--- src/twac_defines.vh ---
// Register map, field positions and reset values of the two-wire client address match block
// What this block does
// - An address match sets the address-or-stop flag and its indicator bit to one.
// - Client address bits seven to one form the primary seven-bit client address.
// - Client address bit zero enables answering the all-zero general call address.
// - Data register reads return the byte only during clock hold; writes load it only during a transmit clock hold.
// - In smart mode a data read during a clock hold other than a transmit clock hold starts the selected acknowledge action.
// - Mask mode select zero: each set mask bit makes that address bit always match.
// - Mask mode select one: the mask bits form a second full client address.
// - Mask register holds mask or second address in bits seven to one, select in zero.
// - Any read, or any write with byte lane zero selected, of the data register clears the data interrupt flag.
// - Address or data interrupt holds the clock low until that interrupt is cleared.
// - With the flag set, the indicator reads one for address, zero for stop.
`ifndef TWAC_DEFINES_VH
`define TWAC_DEFINES_VH

// ***********************************
// Register indexes, byte address is four times
// ***********************************
`define TWAC_IDX_CTRL     6'h09
`define TWAC_IDX_STATUS   6'h0B
`define TWAC_IDX_ADDR     6'h0C
`define TWAC_IDX_DATA     6'h0D
`define TWAC_IDX_MASK     6'h0E
`define TWAC_IDX_IRQ_STAT 6'h10
`define TWAC_IDX_IRQ_MASK 6'h11

// ***********************************
// Control register fields
// ***********************************
`define TWAC_CTRL_SMART_MODE_ENABLE   0
`define TWAC_CTRL_ACKNOWLEDGE_ACTION 1
`define TWAC_CTRL_CMD_LO 2
`define TWAC_CTRL_CMD_HI 3
`define TWAC_CMD_NONE     2'h0
`define TWAC_CMD_COMPLETE 2'h2
`define TWAC_CMD_RESPONSE 2'h3

// ***********************************
// Status register fields
// ***********************************
`define TWAC_ST_DIF   7
`define TWAC_ST_ADDRESS_OR_STOP_FLAG  6
`define TWAC_ST_HOLD  5
`define TWAC_ST_RXACK 4
`define TWAC_ST_DIR   1
`define TWAC_ST_AP    0

// ***********************************
// Interrupt status bits
// ***********************************
`define TWAC_IRQ_ADDR 0
`define TWAC_IRQ_STOP 1
`define TWAC_IRQ_DATA 2

`define TWAC_RESET_BYTE 8'h00
`define TWAC_BIT_COUNT  4'h8
`define TWAC_GCALL_ADDR 7'h00

`endif

--- src/twac_addr_match.v ---
// Client address comparator: primary address, general call, mask or second address
`timescale 1ns/1ps
`include "twac_defines.vh"

module twac_addr_match (
  input  wire [6:0] rx_addr,
  input  wire [7:0] client_address,
  input  wire [7:0] client_address_mask,
  output wire       match
);

  wire [6:0] primary;
  wire [6:0] mask_or_second_address;
  wire       mask_mode_select;
  wire       hit_primary;
  wire       hit_second;
  wire       hit_gcall;

  assign primary                = client_address[7:1];
  assign mask_or_second_address = client_address_mask[7:1];
  assign mask_mode_select       = client_address_mask[0];

  // Masked bits always compare equal when the mask field is a mask
  assign hit_primary = (((rx_addr ^ primary) &
                         ~(mask_mode_select ? 7'h00 : mask_or_second_address)) == 7'h00);
  assign hit_second  = mask_mode_select && (rx_addr == mask_or_second_address);
  assign hit_gcall   = client_address[0] && (rx_addr == `TWAC_GCALL_ADDR);

  assign match = hit_primary | hit_second | hit_gcall;

endmodule

--- src/twac_client.v ---
// Two-wire client with address match, clock hold and Wishbone register access
`timescale 1ns/1ps
`include "twac_defines.vh"

module twac_client (
  input  wire        CLOCK,
  input  wire        ARST_N,
  input  wire        WB_CYC_I,
  input  wire        WB_STB_I,
  input  wire        WB_WE_I,
  input  wire [7:0]  WB_ADR_I,
  input  wire [3:0]  WB_SEL_I,
  input  wire [31:0] WB_DAT_I,
  output wire [31:0] WB_DAT_O,
  output wire        WB_ACK_O,
  input  wire        SCL_I,
  output wire        SCL_O,
  output wire        SCL_OE,
  input  wire        SDA_I,
  output wire        SDA_O,
  output wire        SDA_OE,
  output wire        IRQ
);

  // ***********************************
  // Link states
  // ***********************************
  localparam [2:0] ST_IDLE = 3'h0;
  localparam [2:0] ST_RXB  = 3'h1;
  localparam [2:0] ST_HOLD = 3'h2;
  localparam [2:0] ST_ACK  = 3'h3;
  localparam [2:0] ST_TXB  = 3'h4;
  localparam [2:0] ST_RACK = 3'h5;
  localparam [2:0] ST_WAIT = 3'h6;

  // ***********************************
  // Pin synchronisers and bus events
  // ***********************************
  reg [1:0] scl_sync_ff;
  reg [1:0] sda_sync_ff;
  reg       scl_d_ff;
  reg       sda_d_ff;

  always @(posedge CLOCK or negedge ARST_N) begin
    if (!ARST_N) begin
      scl_sync_ff <= 2'h3;
      sda_sync_ff <= 2'h3;
      scl_d_ff    <= 1'b1;
      sda_d_ff    <= 1'b1;
    end else begin
      scl_sync_ff <= {scl_sync_ff[0], SCL_I};
      sda_sync_ff <= {sda_sync_ff[0], SDA_I};
      scl_d_ff    <= scl_sync_ff[1];
      sda_d_ff    <= sda_sync_ff[1];
    end
  end

  wire scl_s    = scl_sync_ff[1];
  wire sda_s    = sda_sync_ff[1];
  wire scl_rise = scl_s & ~scl_d_ff;
  wire scl_fall = ~scl_s & scl_d_ff;
  // Start and stop only count while the clock line is steady high
  wire start_ev = scl_s & scl_d_ff & ~sda_s & sda_d_ff;
  wire stop_ev  = scl_s & scl_d_ff & sda_s & ~sda_d_ff;

  // ***********************************
  // Registers
  // ***********************************
  reg  [7:0] client_address_ff;
  reg  [7:0] client_address_mask_ff;
  reg  [7:0] client_data_ff;
  reg        smart_mode_enable_ff;
  reg        acknowledge_action_ff;
  reg        data_interrupt_flag_ff;
  reg        address_or_stop_flag_ff;
  reg        address_or_stop_indicator_ff;
  reg        dir_ff;
  reg        rxack_ff;
  reg  [2:0] irq_stat_ff;
  reg  [2:0] irq_mask_ff;
  reg        ack_ff;
  reg  [31:0] rdata_ff;

  reg  [2:0] state_ff;
  reg  [3:0] cnt_ff;
  reg  [7:0] shift_ff;
  reg        addr_phase_ff;
  reg        addressed_ff;
  reg        tx_hold_ff;
  reg        ack_bit_ff;
  reg        done_after_ack_ff;
  reg        sda_drive_ff;

  wire       match;

  twac_addr_match u_match (
    .rx_addr             (shift_ff[7:1]),
    .client_address      (client_address_ff),
    .client_address_mask (client_address_mask_ff),
    .match               (match)
  );

  // ***********************************
  // Wishbone decode
  // ***********************************
  wire       req      = WB_CYC_I & WB_STB_I & ~ack_ff;
  wire [5:0] idx      = WB_ADR_I[7:2];
  wire       wr       = req & WB_WE_I & WB_SEL_I[0];
  wire       rd       = req & ~WB_WE_I;
  wire       hold     = (state_ff == ST_HOLD);
  wire       data_acc = (wr | rd) & (idx == `TWAC_IDX_DATA);
  wire       data_rd  = rd & (idx == `TWAC_IDX_DATA);
  wire       data_wr  = wr & (idx == `TWAC_IDX_DATA);
  wire       ctrl_wr  = wr & (idx == `TWAC_IDX_CTRL);
  wire [1:0] cmd      = WB_DAT_I[`TWAC_CTRL_CMD_HI:`TWAC_CTRL_CMD_LO];
  wire       cmd_ev   = ctrl_wr & (cmd != `TWAC_CMD_NONE);
  wire       acknowledge_action_w = ctrl_wr ? WB_DAT_I[`TWAC_CTRL_ACKNOWLEDGE_ACTION] : acknowledge_action_ff;
  // Release of the held clock is the moment the pending interrupt is cleared
  wire       resume   = hold & (data_acc | cmd_ev);
  wire       complete = cmd_ev & (cmd == `TWAC_CMD_COMPLETE);
  wire       smart    = data_rd & smart_mode_enable_ff;

  // ***********************************
  // Link engine
  // ***********************************
  reg        set_address_or_stop_flag;
  reg        set_ap;
  reg        set_dif;
  reg [2:0]  nxt_state;

  always @(posedge CLOCK or negedge ARST_N) begin
    if (!ARST_N) begin
      state_ff          <= ST_IDLE;
      cnt_ff            <= 4'h0;
      shift_ff          <= `TWAC_RESET_BYTE;
      addr_phase_ff     <= 1'b0;
      addressed_ff      <= 1'b0;
      tx_hold_ff        <= 1'b0;
      ack_bit_ff        <= 1'b0;
      done_after_ack_ff <= 1'b0;
      sda_drive_ff      <= 1'b0;
      dir_ff            <= 1'b0;
      rxack_ff          <= 1'b0;
      client_data_ff    <= `TWAC_RESET_BYTE;
    end else begin
      if (data_wr && hold && tx_hold_ff) begin
        client_data_ff <= WB_DAT_I[7:0];
      end
      if (start_ev) begin
        state_ff      <= ST_RXB;
        cnt_ff        <= 4'h0;
        addr_phase_ff <= 1'b1;
        addressed_ff  <= 1'b0;
        sda_drive_ff  <= 1'b0;
      end else if (stop_ev) begin
        state_ff     <= ST_IDLE;
        addressed_ff <= 1'b0;
        sda_drive_ff <= 1'b0;
      end else begin
        state_ff <= nxt_state;
        case (state_ff)
          ST_RXB: begin
            if (scl_rise) begin
              shift_ff <= {shift_ff[6:0], sda_s};
              cnt_ff   <= cnt_ff + 4'h1;
            end else if (scl_fall && cnt_ff == `TWAC_BIT_COUNT) begin
              cnt_ff <= 4'h0;
              if (addr_phase_ff) begin
                addr_phase_ff <= 1'b0;
                dir_ff        <= match ? shift_ff[0] : dir_ff;
                addressed_ff  <= match;
                tx_hold_ff    <= 1'b0;
              end else begin
                client_data_ff <= shift_ff;
              end
            end
          end
          ST_HOLD: begin
            if (resume) begin
              // A plain clear without smart read or command answers with ACK
              ack_bit_ff        <= (smart | cmd_ev) ? acknowledge_action_w : 1'b0;
              done_after_ack_ff <= complete | ((smart | cmd_ev) & acknowledge_action_w);
              sda_drive_ff      <= ~tx_hold_ff & ~((smart | cmd_ev) & acknowledge_action_w);
              shift_ff          <= data_wr ? WB_DAT_I[7:0] : client_data_ff;
              cnt_ff            <= 4'h0;
            end
          end
          ST_ACK: begin
            if (scl_fall) begin
              sda_drive_ff <= 1'b0;
              tx_hold_ff   <= dir_ff;
            end
          end
          ST_TXB: begin
            sda_drive_ff <= ~shift_ff[7];
            if (scl_fall) begin
              shift_ff <= {shift_ff[6:0], 1'b1};
              cnt_ff   <= cnt_ff + 4'h1;
              if (cnt_ff == `TWAC_BIT_COUNT - 4'h1) begin
                sda_drive_ff <= 1'b0;
              end
            end
          end
          ST_RACK: begin
            if (scl_rise) begin
              rxack_ff <= sda_s;
            end
            if (scl_fall) begin
              tx_hold_ff <= 1'b1;
            end
          end
          default: begin
            cnt_ff <= 4'h0;
          end
        endcase
      end
    end
  end

  always @* begin
    nxt_state = state_ff;
    set_address_or_stop_flag  = 1'b0;
    set_ap    = 1'b0;
    set_dif   = 1'b0;
    case (state_ff)
      ST_RXB: begin
        if (scl_fall && cnt_ff == `TWAC_BIT_COUNT) begin
          if (!addr_phase_ff) begin
            set_dif   = 1'b1;
            nxt_state = ST_HOLD;
          end else if (match) begin
            set_address_or_stop_flag  = 1'b1;
            set_ap    = 1'b1;
            nxt_state = ST_HOLD;
          end else begin
            nxt_state = ST_WAIT;
          end
        end
      end
      ST_HOLD: begin
        if (resume) begin
          if (complete && tx_hold_ff) begin
            nxt_state = ST_WAIT;
          end else if (tx_hold_ff) begin
            nxt_state = ST_TXB;
          end else begin
            nxt_state = ST_ACK;
          end
        end
      end
      ST_ACK: begin
        if (scl_fall) begin
          if (done_after_ack_ff) begin
            nxt_state = ST_WAIT;
          end else if (dir_ff) begin
            set_dif   = 1'b1;
            nxt_state = ST_HOLD;
          end else begin
            nxt_state = ST_RXB;
          end
        end
      end
      ST_TXB: begin
        if (scl_fall && cnt_ff == `TWAC_BIT_COUNT - 4'h1) begin
          nxt_state = ST_RACK;
        end
      end
      ST_RACK: begin
        if (scl_fall) begin
          set_dif   = 1'b1;
          nxt_state = ST_HOLD;
        end
      end
      ST_IDLE: begin
        nxt_state = ST_IDLE;
      end
      ST_WAIT: begin
        nxt_state = ST_WAIT;
      end
      default: begin
        nxt_state = ST_IDLE;
      end
    endcase
  end

  wire stop_flag = stop_ev & addressed_ff;

  // ***********************************
  // Flags, set wins over clear
  // ***********************************
  always @(posedge CLOCK or negedge ARST_N) begin
    if (!ARST_N) begin
      data_interrupt_flag_ff       <= 1'b0;
      address_or_stop_flag_ff      <= 1'b0;
      address_or_stop_indicator_ff <= 1'b0;
      irq_stat_ff                  <= 3'h0;
    end else begin
      data_interrupt_flag_ff  <= set_dif | (data_interrupt_flag_ff & ~(data_acc | cmd_ev));
      address_or_stop_flag_ff <= set_address_or_stop_flag | stop_flag |
                                 (address_or_stop_flag_ff & ~(data_acc | cmd_ev));
      if (set_address_or_stop_flag | stop_flag) begin
        address_or_stop_indicator_ff <= set_ap;
      end
      irq_stat_ff[`TWAC_IRQ_ADDR] <= set_address_or_stop_flag |
                                     (irq_stat_ff[`TWAC_IRQ_ADDR] & ~(rd & idx == `TWAC_IDX_IRQ_STAT));
      irq_stat_ff[`TWAC_IRQ_STOP] <= stop_flag |
                                     (irq_stat_ff[`TWAC_IRQ_STOP] & ~(rd & idx == `TWAC_IDX_IRQ_STAT));
      irq_stat_ff[`TWAC_IRQ_DATA] <= set_dif |
                                     (irq_stat_ff[`TWAC_IRQ_DATA] & ~(rd & idx == `TWAC_IDX_IRQ_STAT));
    end
  end

  // ***********************************
  // Software registers and read mux
  // ***********************************
  wire [7:0] status = {data_interrupt_flag_ff, address_or_stop_flag_ff, hold, rxack_ff,
                       2'b00, dir_ff, address_or_stop_indicator_ff};

  always @(posedge CLOCK or negedge ARST_N) begin
    if (!ARST_N) begin
      client_address_ff      <= `TWAC_RESET_BYTE;
      client_address_mask_ff <= `TWAC_RESET_BYTE;
      smart_mode_enable_ff   <= 1'b0;
      acknowledge_action_ff  <= 1'b0;
      irq_mask_ff            <= 3'h0;
      ack_ff                 <= 1'b0;
      rdata_ff               <= 32'h0000_0000;
    end else begin
      ack_ff <= req;
      if (wr && idx == `TWAC_IDX_ADDR) begin
        client_address_ff <= WB_DAT_I[7:0];
      end
      if (wr && idx == `TWAC_IDX_MASK) begin
        client_address_mask_ff <= WB_DAT_I[7:0];
      end
      if (ctrl_wr) begin
        smart_mode_enable_ff  <= WB_DAT_I[`TWAC_CTRL_SMART_MODE_ENABLE];
        acknowledge_action_ff <= WB_DAT_I[`TWAC_CTRL_ACKNOWLEDGE_ACTION];
      end
      if (wr && idx == `TWAC_IDX_IRQ_MASK) begin
        irq_mask_ff <= WB_DAT_I[2:0];
      end
      if (rd) begin
        case (idx)
          `TWAC_IDX_CTRL:     rdata_ff <= {30'h0, acknowledge_action_ff, smart_mode_enable_ff};
          `TWAC_IDX_STATUS:   rdata_ff <= {24'h0, status};
          `TWAC_IDX_ADDR:     rdata_ff <= {24'h0, client_address_ff};
          // Outside clock hold the byte is not valid, so read zero
          `TWAC_IDX_DATA:     rdata_ff <= {24'h0, hold ? client_data_ff : 8'h00};
          `TWAC_IDX_MASK:     rdata_ff <= {24'h0, client_address_mask_ff};
          `TWAC_IDX_IRQ_STAT: rdata_ff <= {29'h0, irq_stat_ff};
          `TWAC_IDX_IRQ_MASK: rdata_ff <= {29'h0, irq_mask_ff};
          default:            rdata_ff <= 32'h0000_0000;
        endcase
      end
    end
  end

  // ***********************************
  // Outputs
  // ***********************************
  assign WB_ACK_O = ack_ff;
  assign WB_DAT_O = rdata_ff;
  assign SCL_O    = 1'b0;
  assign SCL_OE   = hold;
  assign SDA_O    = 1'b0;
  assign SDA_OE   = sda_drive_ff;
  assign IRQ      = |(irq_stat_ff & irq_mask_ff);

endmodule

--- config.mk ---
export PLATFORM = sky130hd
export DESIGN_NAME = twac_client
export DESIGN_NICKNAME = d
export VERILOG_FILES = /design/src/twac_addr_match.v /design/src/twac_client.v
export VERILOG_INCLUDE_DIRS = /design/src
export SDC_FILE = /design/constraint.sdc
export NUM_CORES = 1
export LEC_CHECK = 0
export ABC_AREA = 0
export BUFFER_PORTS_ARGS = -buffer_cell sky130_fd_sc_hd__clkbuf_2
export CORE_MARGIN = 5
export CORE_UTILIZATION = 61
export CTS_BUF_LIST = sky130_fd_sc_hd__clkbuf_8
export CTS_CLUSTER_DIAMETER = 120
export DETAILED_ROUTE_END_ITERATION = 6
export PLACE_DENSITY = 0.88
export SYNTH_ARGS = -nofsm -noshare
export SYNTH_HDL_FRONTEND = slang
export SYNTH_SLANG_ARGS = --single-unit
export TNS_END_PERCENT = 20
--- constraint.sdc ---
create_clock -name CLOCK -period 4.9 [get_ports CLOCK]
set_clock_uncertainty 0.2 [all_clocks]
set_input_delay 0.49 -clock CLOCK [delete_from_list [all_inputs] [get_ports CLOCK]]
set_output_delay 0.49 -clock CLOCK [all_outputs]
set_load 0.05 [all_outputs]
* Yosys cells after proc, flatten, opt, wreduce, memory -nomap -nowiden *
Index checks and enable logic that the tools add are counted.

word-level totals
  bits in latches = 0
  memories = 0
  input port bits = 51
  logic and storage cells = 228
  bits in read-only memories = 0
  bits in writable memories = 0
  register bits = 96

cells by class
  reduce and logical (&&, ||, !) cells = 33
  shift operators = 0
  magnitude comparators = 0
  $add $sub $neg = 1
  mux-type cells = 72
  div/mod/pow operators = 0
  bitwise operators = 59
  equality and inequality tests = 37
  multipliers = 0

operator list
  cell                  count
  $mux W8               12
  $pmux W8 S7           1
  $mux W3               12
  $mux W1               33
  $eq A6 B4 Y1 const B  5
  $and A1 B1 Y1         29
  $mux W4               6
  $pmux W8 S3           1
  $ne A4 B4 Y1 const B  5
  $pmux W3 S6           1
  $ne A2 B2 Y1 const B  8
  $pmux W4 S4           1
  $reduce_and A4 Y1     4
  $reduce_bool A3 Y1    5
  $logic_not A7 Y1      2
  $not A1 Y1            14
  $eq A6 B5 Y1 const B  2
  $or A1 B1 Y1          12
  $logic_and A1 B1 Y1   10
  $reduce_and A5 Y1     2
  $eq A3 B3 Y1 const B  3
  $pmux W1 S3           3
  $reduce_and A8 Y1     1
  $and A7 B7 Y7         1
  24 further kinds      29

* Depth between registers and ports, before layout *
  depth after elaboration = 14
  depth in mapped cells = 9
  depth with buffers taken out = 8

* Hierarchy *
A second synthesis with hierarchy kept.

second synthesis, totals
  cells, all modules = 419
  area total of the unflattened synthesis = 4216.5 um2

by module, submodules not included
  module           area each (um2)  sequential area each (um2)  cells each  times used
  twac_client      3995.1           1809.2                      389         1
  twac_addr_match  221.5            0.0                         30          1

* Least setup slack after synthesis *
OpenSTA, ideal clock, no wires.

  kind = flip-flop to flip-flop
  start point = reg state_ff[1]
  end point = reg state_ff[2]
  setup slack = 2.120 ns
  arrival = 2.454 ns
  cell stages (with the launch flop) = 9
  library setup time = 0.126 ns
  path through = dfrtp_1 > clkbuf_1 > or3b_2 > buf_2 > clkinv_1 > nand3b_1 > nand2_4 > or3_4 > o311a_1

between the ends
  cells in the longest elaborated chain, start to end = 4
  elaborated cells on any way between the ends = 16
  classes of those cells = 11 x eq/ne; 3 x mux; 1 x bitwise; 1 x reduce/logical

ends and longest elaborated chain
  item                                                           line                                  text
  start: declaration                                             twac_client.v:84                      reg [2:0] state_ff;
  start signal: assignment                                       twac_client.v:160                     state_ff <= nxt_state;
  $eq A3 B2 Y1 (*)                                               twac_client.v:110                     wire hold = (state_ff == ST_HOLD);
  net SCL_OE                                                     twac_client.v:18                      output wire SCL_OE,
  $and A1 B1 Y1 or $pmux W3 S6 (tied branches)                   twac_client.v:119, twac_client.v:225
  $ne A4 B3 Y1 (no source line) or $mux W3 (tied branches)       -
  $reduce_and A5 Y1 (no source line) or $mux W3 (tied branches)  -

The timed path passes the listed nets; every way through them passes the cells marked *.
A chain may end at the register's enable or synchronous reset.

* Final worst setup path *
  start point = reg state_ff[1]
  end point = reg rdata_ff[1], in the netlist WB_DAT_O[1]

between the ends
  cells in the longest elaborated chain, start to end = 3

ends and longest elaborated chain
  item                    line               text
  $eq A3 B2 Y1            twac_client.v:110
  $mux W8                 twac_client.v:349  `TWAC_IDX_DATA: rdata_ff <= {24'h0, hold ? client_data_ff : 8'h00};
  $pmux W8 S7             twac_client.v:344  case (idx)
  end signal: assignment  twac_client.v:345  `TWAC_IDX_CTRL: rdata_ff <= {30'h0, acknowledge_action_ff, smart_mode_enable_ff};
  end signal: assignment  twac_client.v:349
  end signal: assignment  twac_client.v:350  `TWAC_IDX_MASK: rdata_ff <= {24'h0, client_address_mask_ff};
  end: declaration        twac_client.v:82   reg [31:0] rdata_ff;

No other way between the ends.

==> metrics.txt <==
layout cells sized above 1 22.5%; count of cell types in the netlist 62; wire per inst around 19 µm; most used cell along the critical path a21oi_1; commonest cells after routing, fill and taps aside 66 x dfrtp_1, 38 x nand2_1, 32 x clkbuf_2, 31 x mux2_2, 30 x o21ai_0; Fin Setup TNS 0 ns; Crit-path slowest cell nor3_1; Util after Layout 66.9%; Placer Congestion 0.940; Ys Warns 0; routed wl met3 909 µm; delay-heaviest family, CP simple AND/OR/NAND/NOR gates; reg2reg start state_ff[1]; Tcrit/Tclk final 65.0%; post-layout instance area 4470 µm²; initial antenna violation count 0; Post-synth EDFFs 0; # DRC 0; CTS tree built; sequential share of the synthesized area 43.7%; die width 92.3 µm; Slew Viols, Final 0; Worst path max stage delay 0.96 ns; Relative slew margins 25.4%; total die area 8530 µm²; DIE HEIGHT between 90 and 100 µm; M1 WL 4.20 mm; Avg Vias per Cell 6.33; Final Hold Fails 0; Primary FF master, synth dfrtp_1; commonest non-fill, non-tap cell in the layout dfrtp_1; mean post-synth cell area 9.83 µm²; vias in the first global route around 3.2k; DP Worst Slack between 1.5 and 2 ns; VDD IR max 0.000261 V; Req. time, crit path a little under 5 ns; slew at the pin closest to its max-slew limit 1.11 ns; Initial Util 61.9%; Ports 89; highest metal used met4; layout net count between 500 and 600; Buffers on Ports 33; H-tree depth 3; largest net degree at the start of global routing 38; Skew-Pair Late Insertion Delay 0.35 ns; Post-Synthesis Cells 421; status completed; Initial DRC Count 405; post-layout minimum cycle time 3.19 ns; post-route ant nets 0; hpwl dp 6.94 mm; hold-fix buffers at CTS 0; n_diodes 0; Layout area overhead 8.08%; clock slew at reported path FFs 0.08 ns; CTS root buf clkbuf_8; CP bufs+invs 0; Synth Register Bits 72; RSZ-0062 raised after global routing false; setup ws final 1.71 ns; ys async rst share 100%; Final setup violation count 0; critical path class flip-flop to flip-flop; post-CTS sizing 0; Setup crit start kind flip-flop; PD cells roughly 410 nW/µm²; Setup crit end kind flip-flop; Core ar. 6680 µm²; via count about 3.4k; first-pass GRT wire length 16.5 mm; Total GRT Usage 24.5%; CP arrival 3.26 ns; Post-Route WL 10.1 mm; worst hold start SDA_I; CP cell instances or3b_2 -> nor3_1 -> a222oi_1 -> nand2_1 -> a21oi_1 -> a21oi_1; Initial DRT Pass Iterations 6; crit-path max FO 19; largest buffer count on any clock path 2; Core Rows 30; crit path launch state_ff[1]; Lkg Pwr approximately 2.0 nW; Num CTS Buffers 9; placed cell areas roughly 4300 µm²; Mapped Area 4140 µm²; WL met2 4.79 mm; Max Cap Viol 0; fmax 314 MHz; clk sinks 72; setup bufs post-CTS 0; worst hold path class input pin to flip-flop; global route overflow 0; hold_ws 0.0267 ns
## flip-flops by register name, indices dropped and copies added, names as in the netlist, 3 cells and up
| signal | cells |
|---|---|
| irq_mask_ff | 3 |
| shift_ff | 8 |
| WB_DAT_O | 8 |
| client_address_mask_ff | 8 |
| cnt_ff | 4 |
| client_address_ff | 8 |
| client_data_ff | 8 |
| state_ff | 3 |
| irq_stat_ff | 3 |
## synthesized netlist by cell type (all sizes together), types with 2 or more instances
library cell  instances  area (µm²)
or3                   3        23.8
o211ai                4        35.0
o31ai                 3        22.5
buf                  28         204
or2                   3        18.8
a21o                  5        37.5
clkbuf               17        63.8
nand4                 4        25.0
xnor2                14         123
a21oi                23         115
o22ai                 4        25.0
nand2                39         154
a31o                  2        17.5
dfrtp                66        1650
mux2i                16         160
dfstp                 6         158
a31oi                 4        25.0
nor2b                 8        50.1
nand3                 7        40.0
inv                   9        33.8
nor3b                 3        22.5
nand3b                4        30.0
o21ai                30         150
and3b                 2        17.5
a222oi               10         100
and3                  3        18.8
nor3                  9        45.0
nor4                  3        18.8
ha                    2        25.0
mux2                 31         349
or4b                  3        33.8
a211o                 2        17.5
o21a                  2        15.0
a211oi                3        22.5
nor2                 24        95.1
nand2b                7        43.8
a22oi                 2        15.0
## cell type report
cell class | count | area, µm²
fillers | 504 | 2210
well taps | 80 | 100
flip-flops and latches | 72 | 1810
clock inverters | 7 | 88.8
repair buffers | 37 | 195
inverters | 10 | 37.5
multi-input cells | 319 | 2120
clock buffers | 9 | 124
## cells by family (layout without fill, tap and decap cells)
logic type	count (synthesis)	after routing	share of synthesized area, %
xor+xnor	15	15	3.18
mux	47	47	12.3
compound gates	103	103	16.5
fa+ha+maj	2	2	0.605
simple gates	126	126	16.2
buf+inv	55	63	7.38
flops	72	72	43.7
other cells	1	26	0.0907
## power by group
group          switching, mW  internal (mW)
logic                  0.330          0.207
registers              0.126          0.675
clock network          0.227          0.283
total                  0.683           1.16
## routing by layer
layer | up-vias | global-route usage (%)
met5 | - | 0
met4 | 0 | 8.79
met3 | 20 | 5.20
met2 | 179 | 37.7
met1 | 1648 | 34.2
li1 | 1535 | -
## stage by stage
stage | power, mW | std cells
global placement | 1.32 | 518
CTS | 1.84 | 534
finish | 1.85 | 534
global route | 1.94 | 534
floorplan | 1.23 | 446
detailed placement | 1.34 | 518
## path summary, 6_finish.rpt
kind	to	slack [ns]	cells after the start
min in group asynchronous	shift_ff[5]	0.05	1
worst max register to register	WB_DAT_O[1]	1.71	6
worst min register to register	scl_sync_ff[1]	0.16	0
max in group asynchronous	scl_sync_ff[1]	3.43	2
worst max-delay path	WB_DAT_O[1]	1.71	6
worst min-delay path	sda_sync_ff[0]	0.03	1
Power figures use the tool's default switching activity.
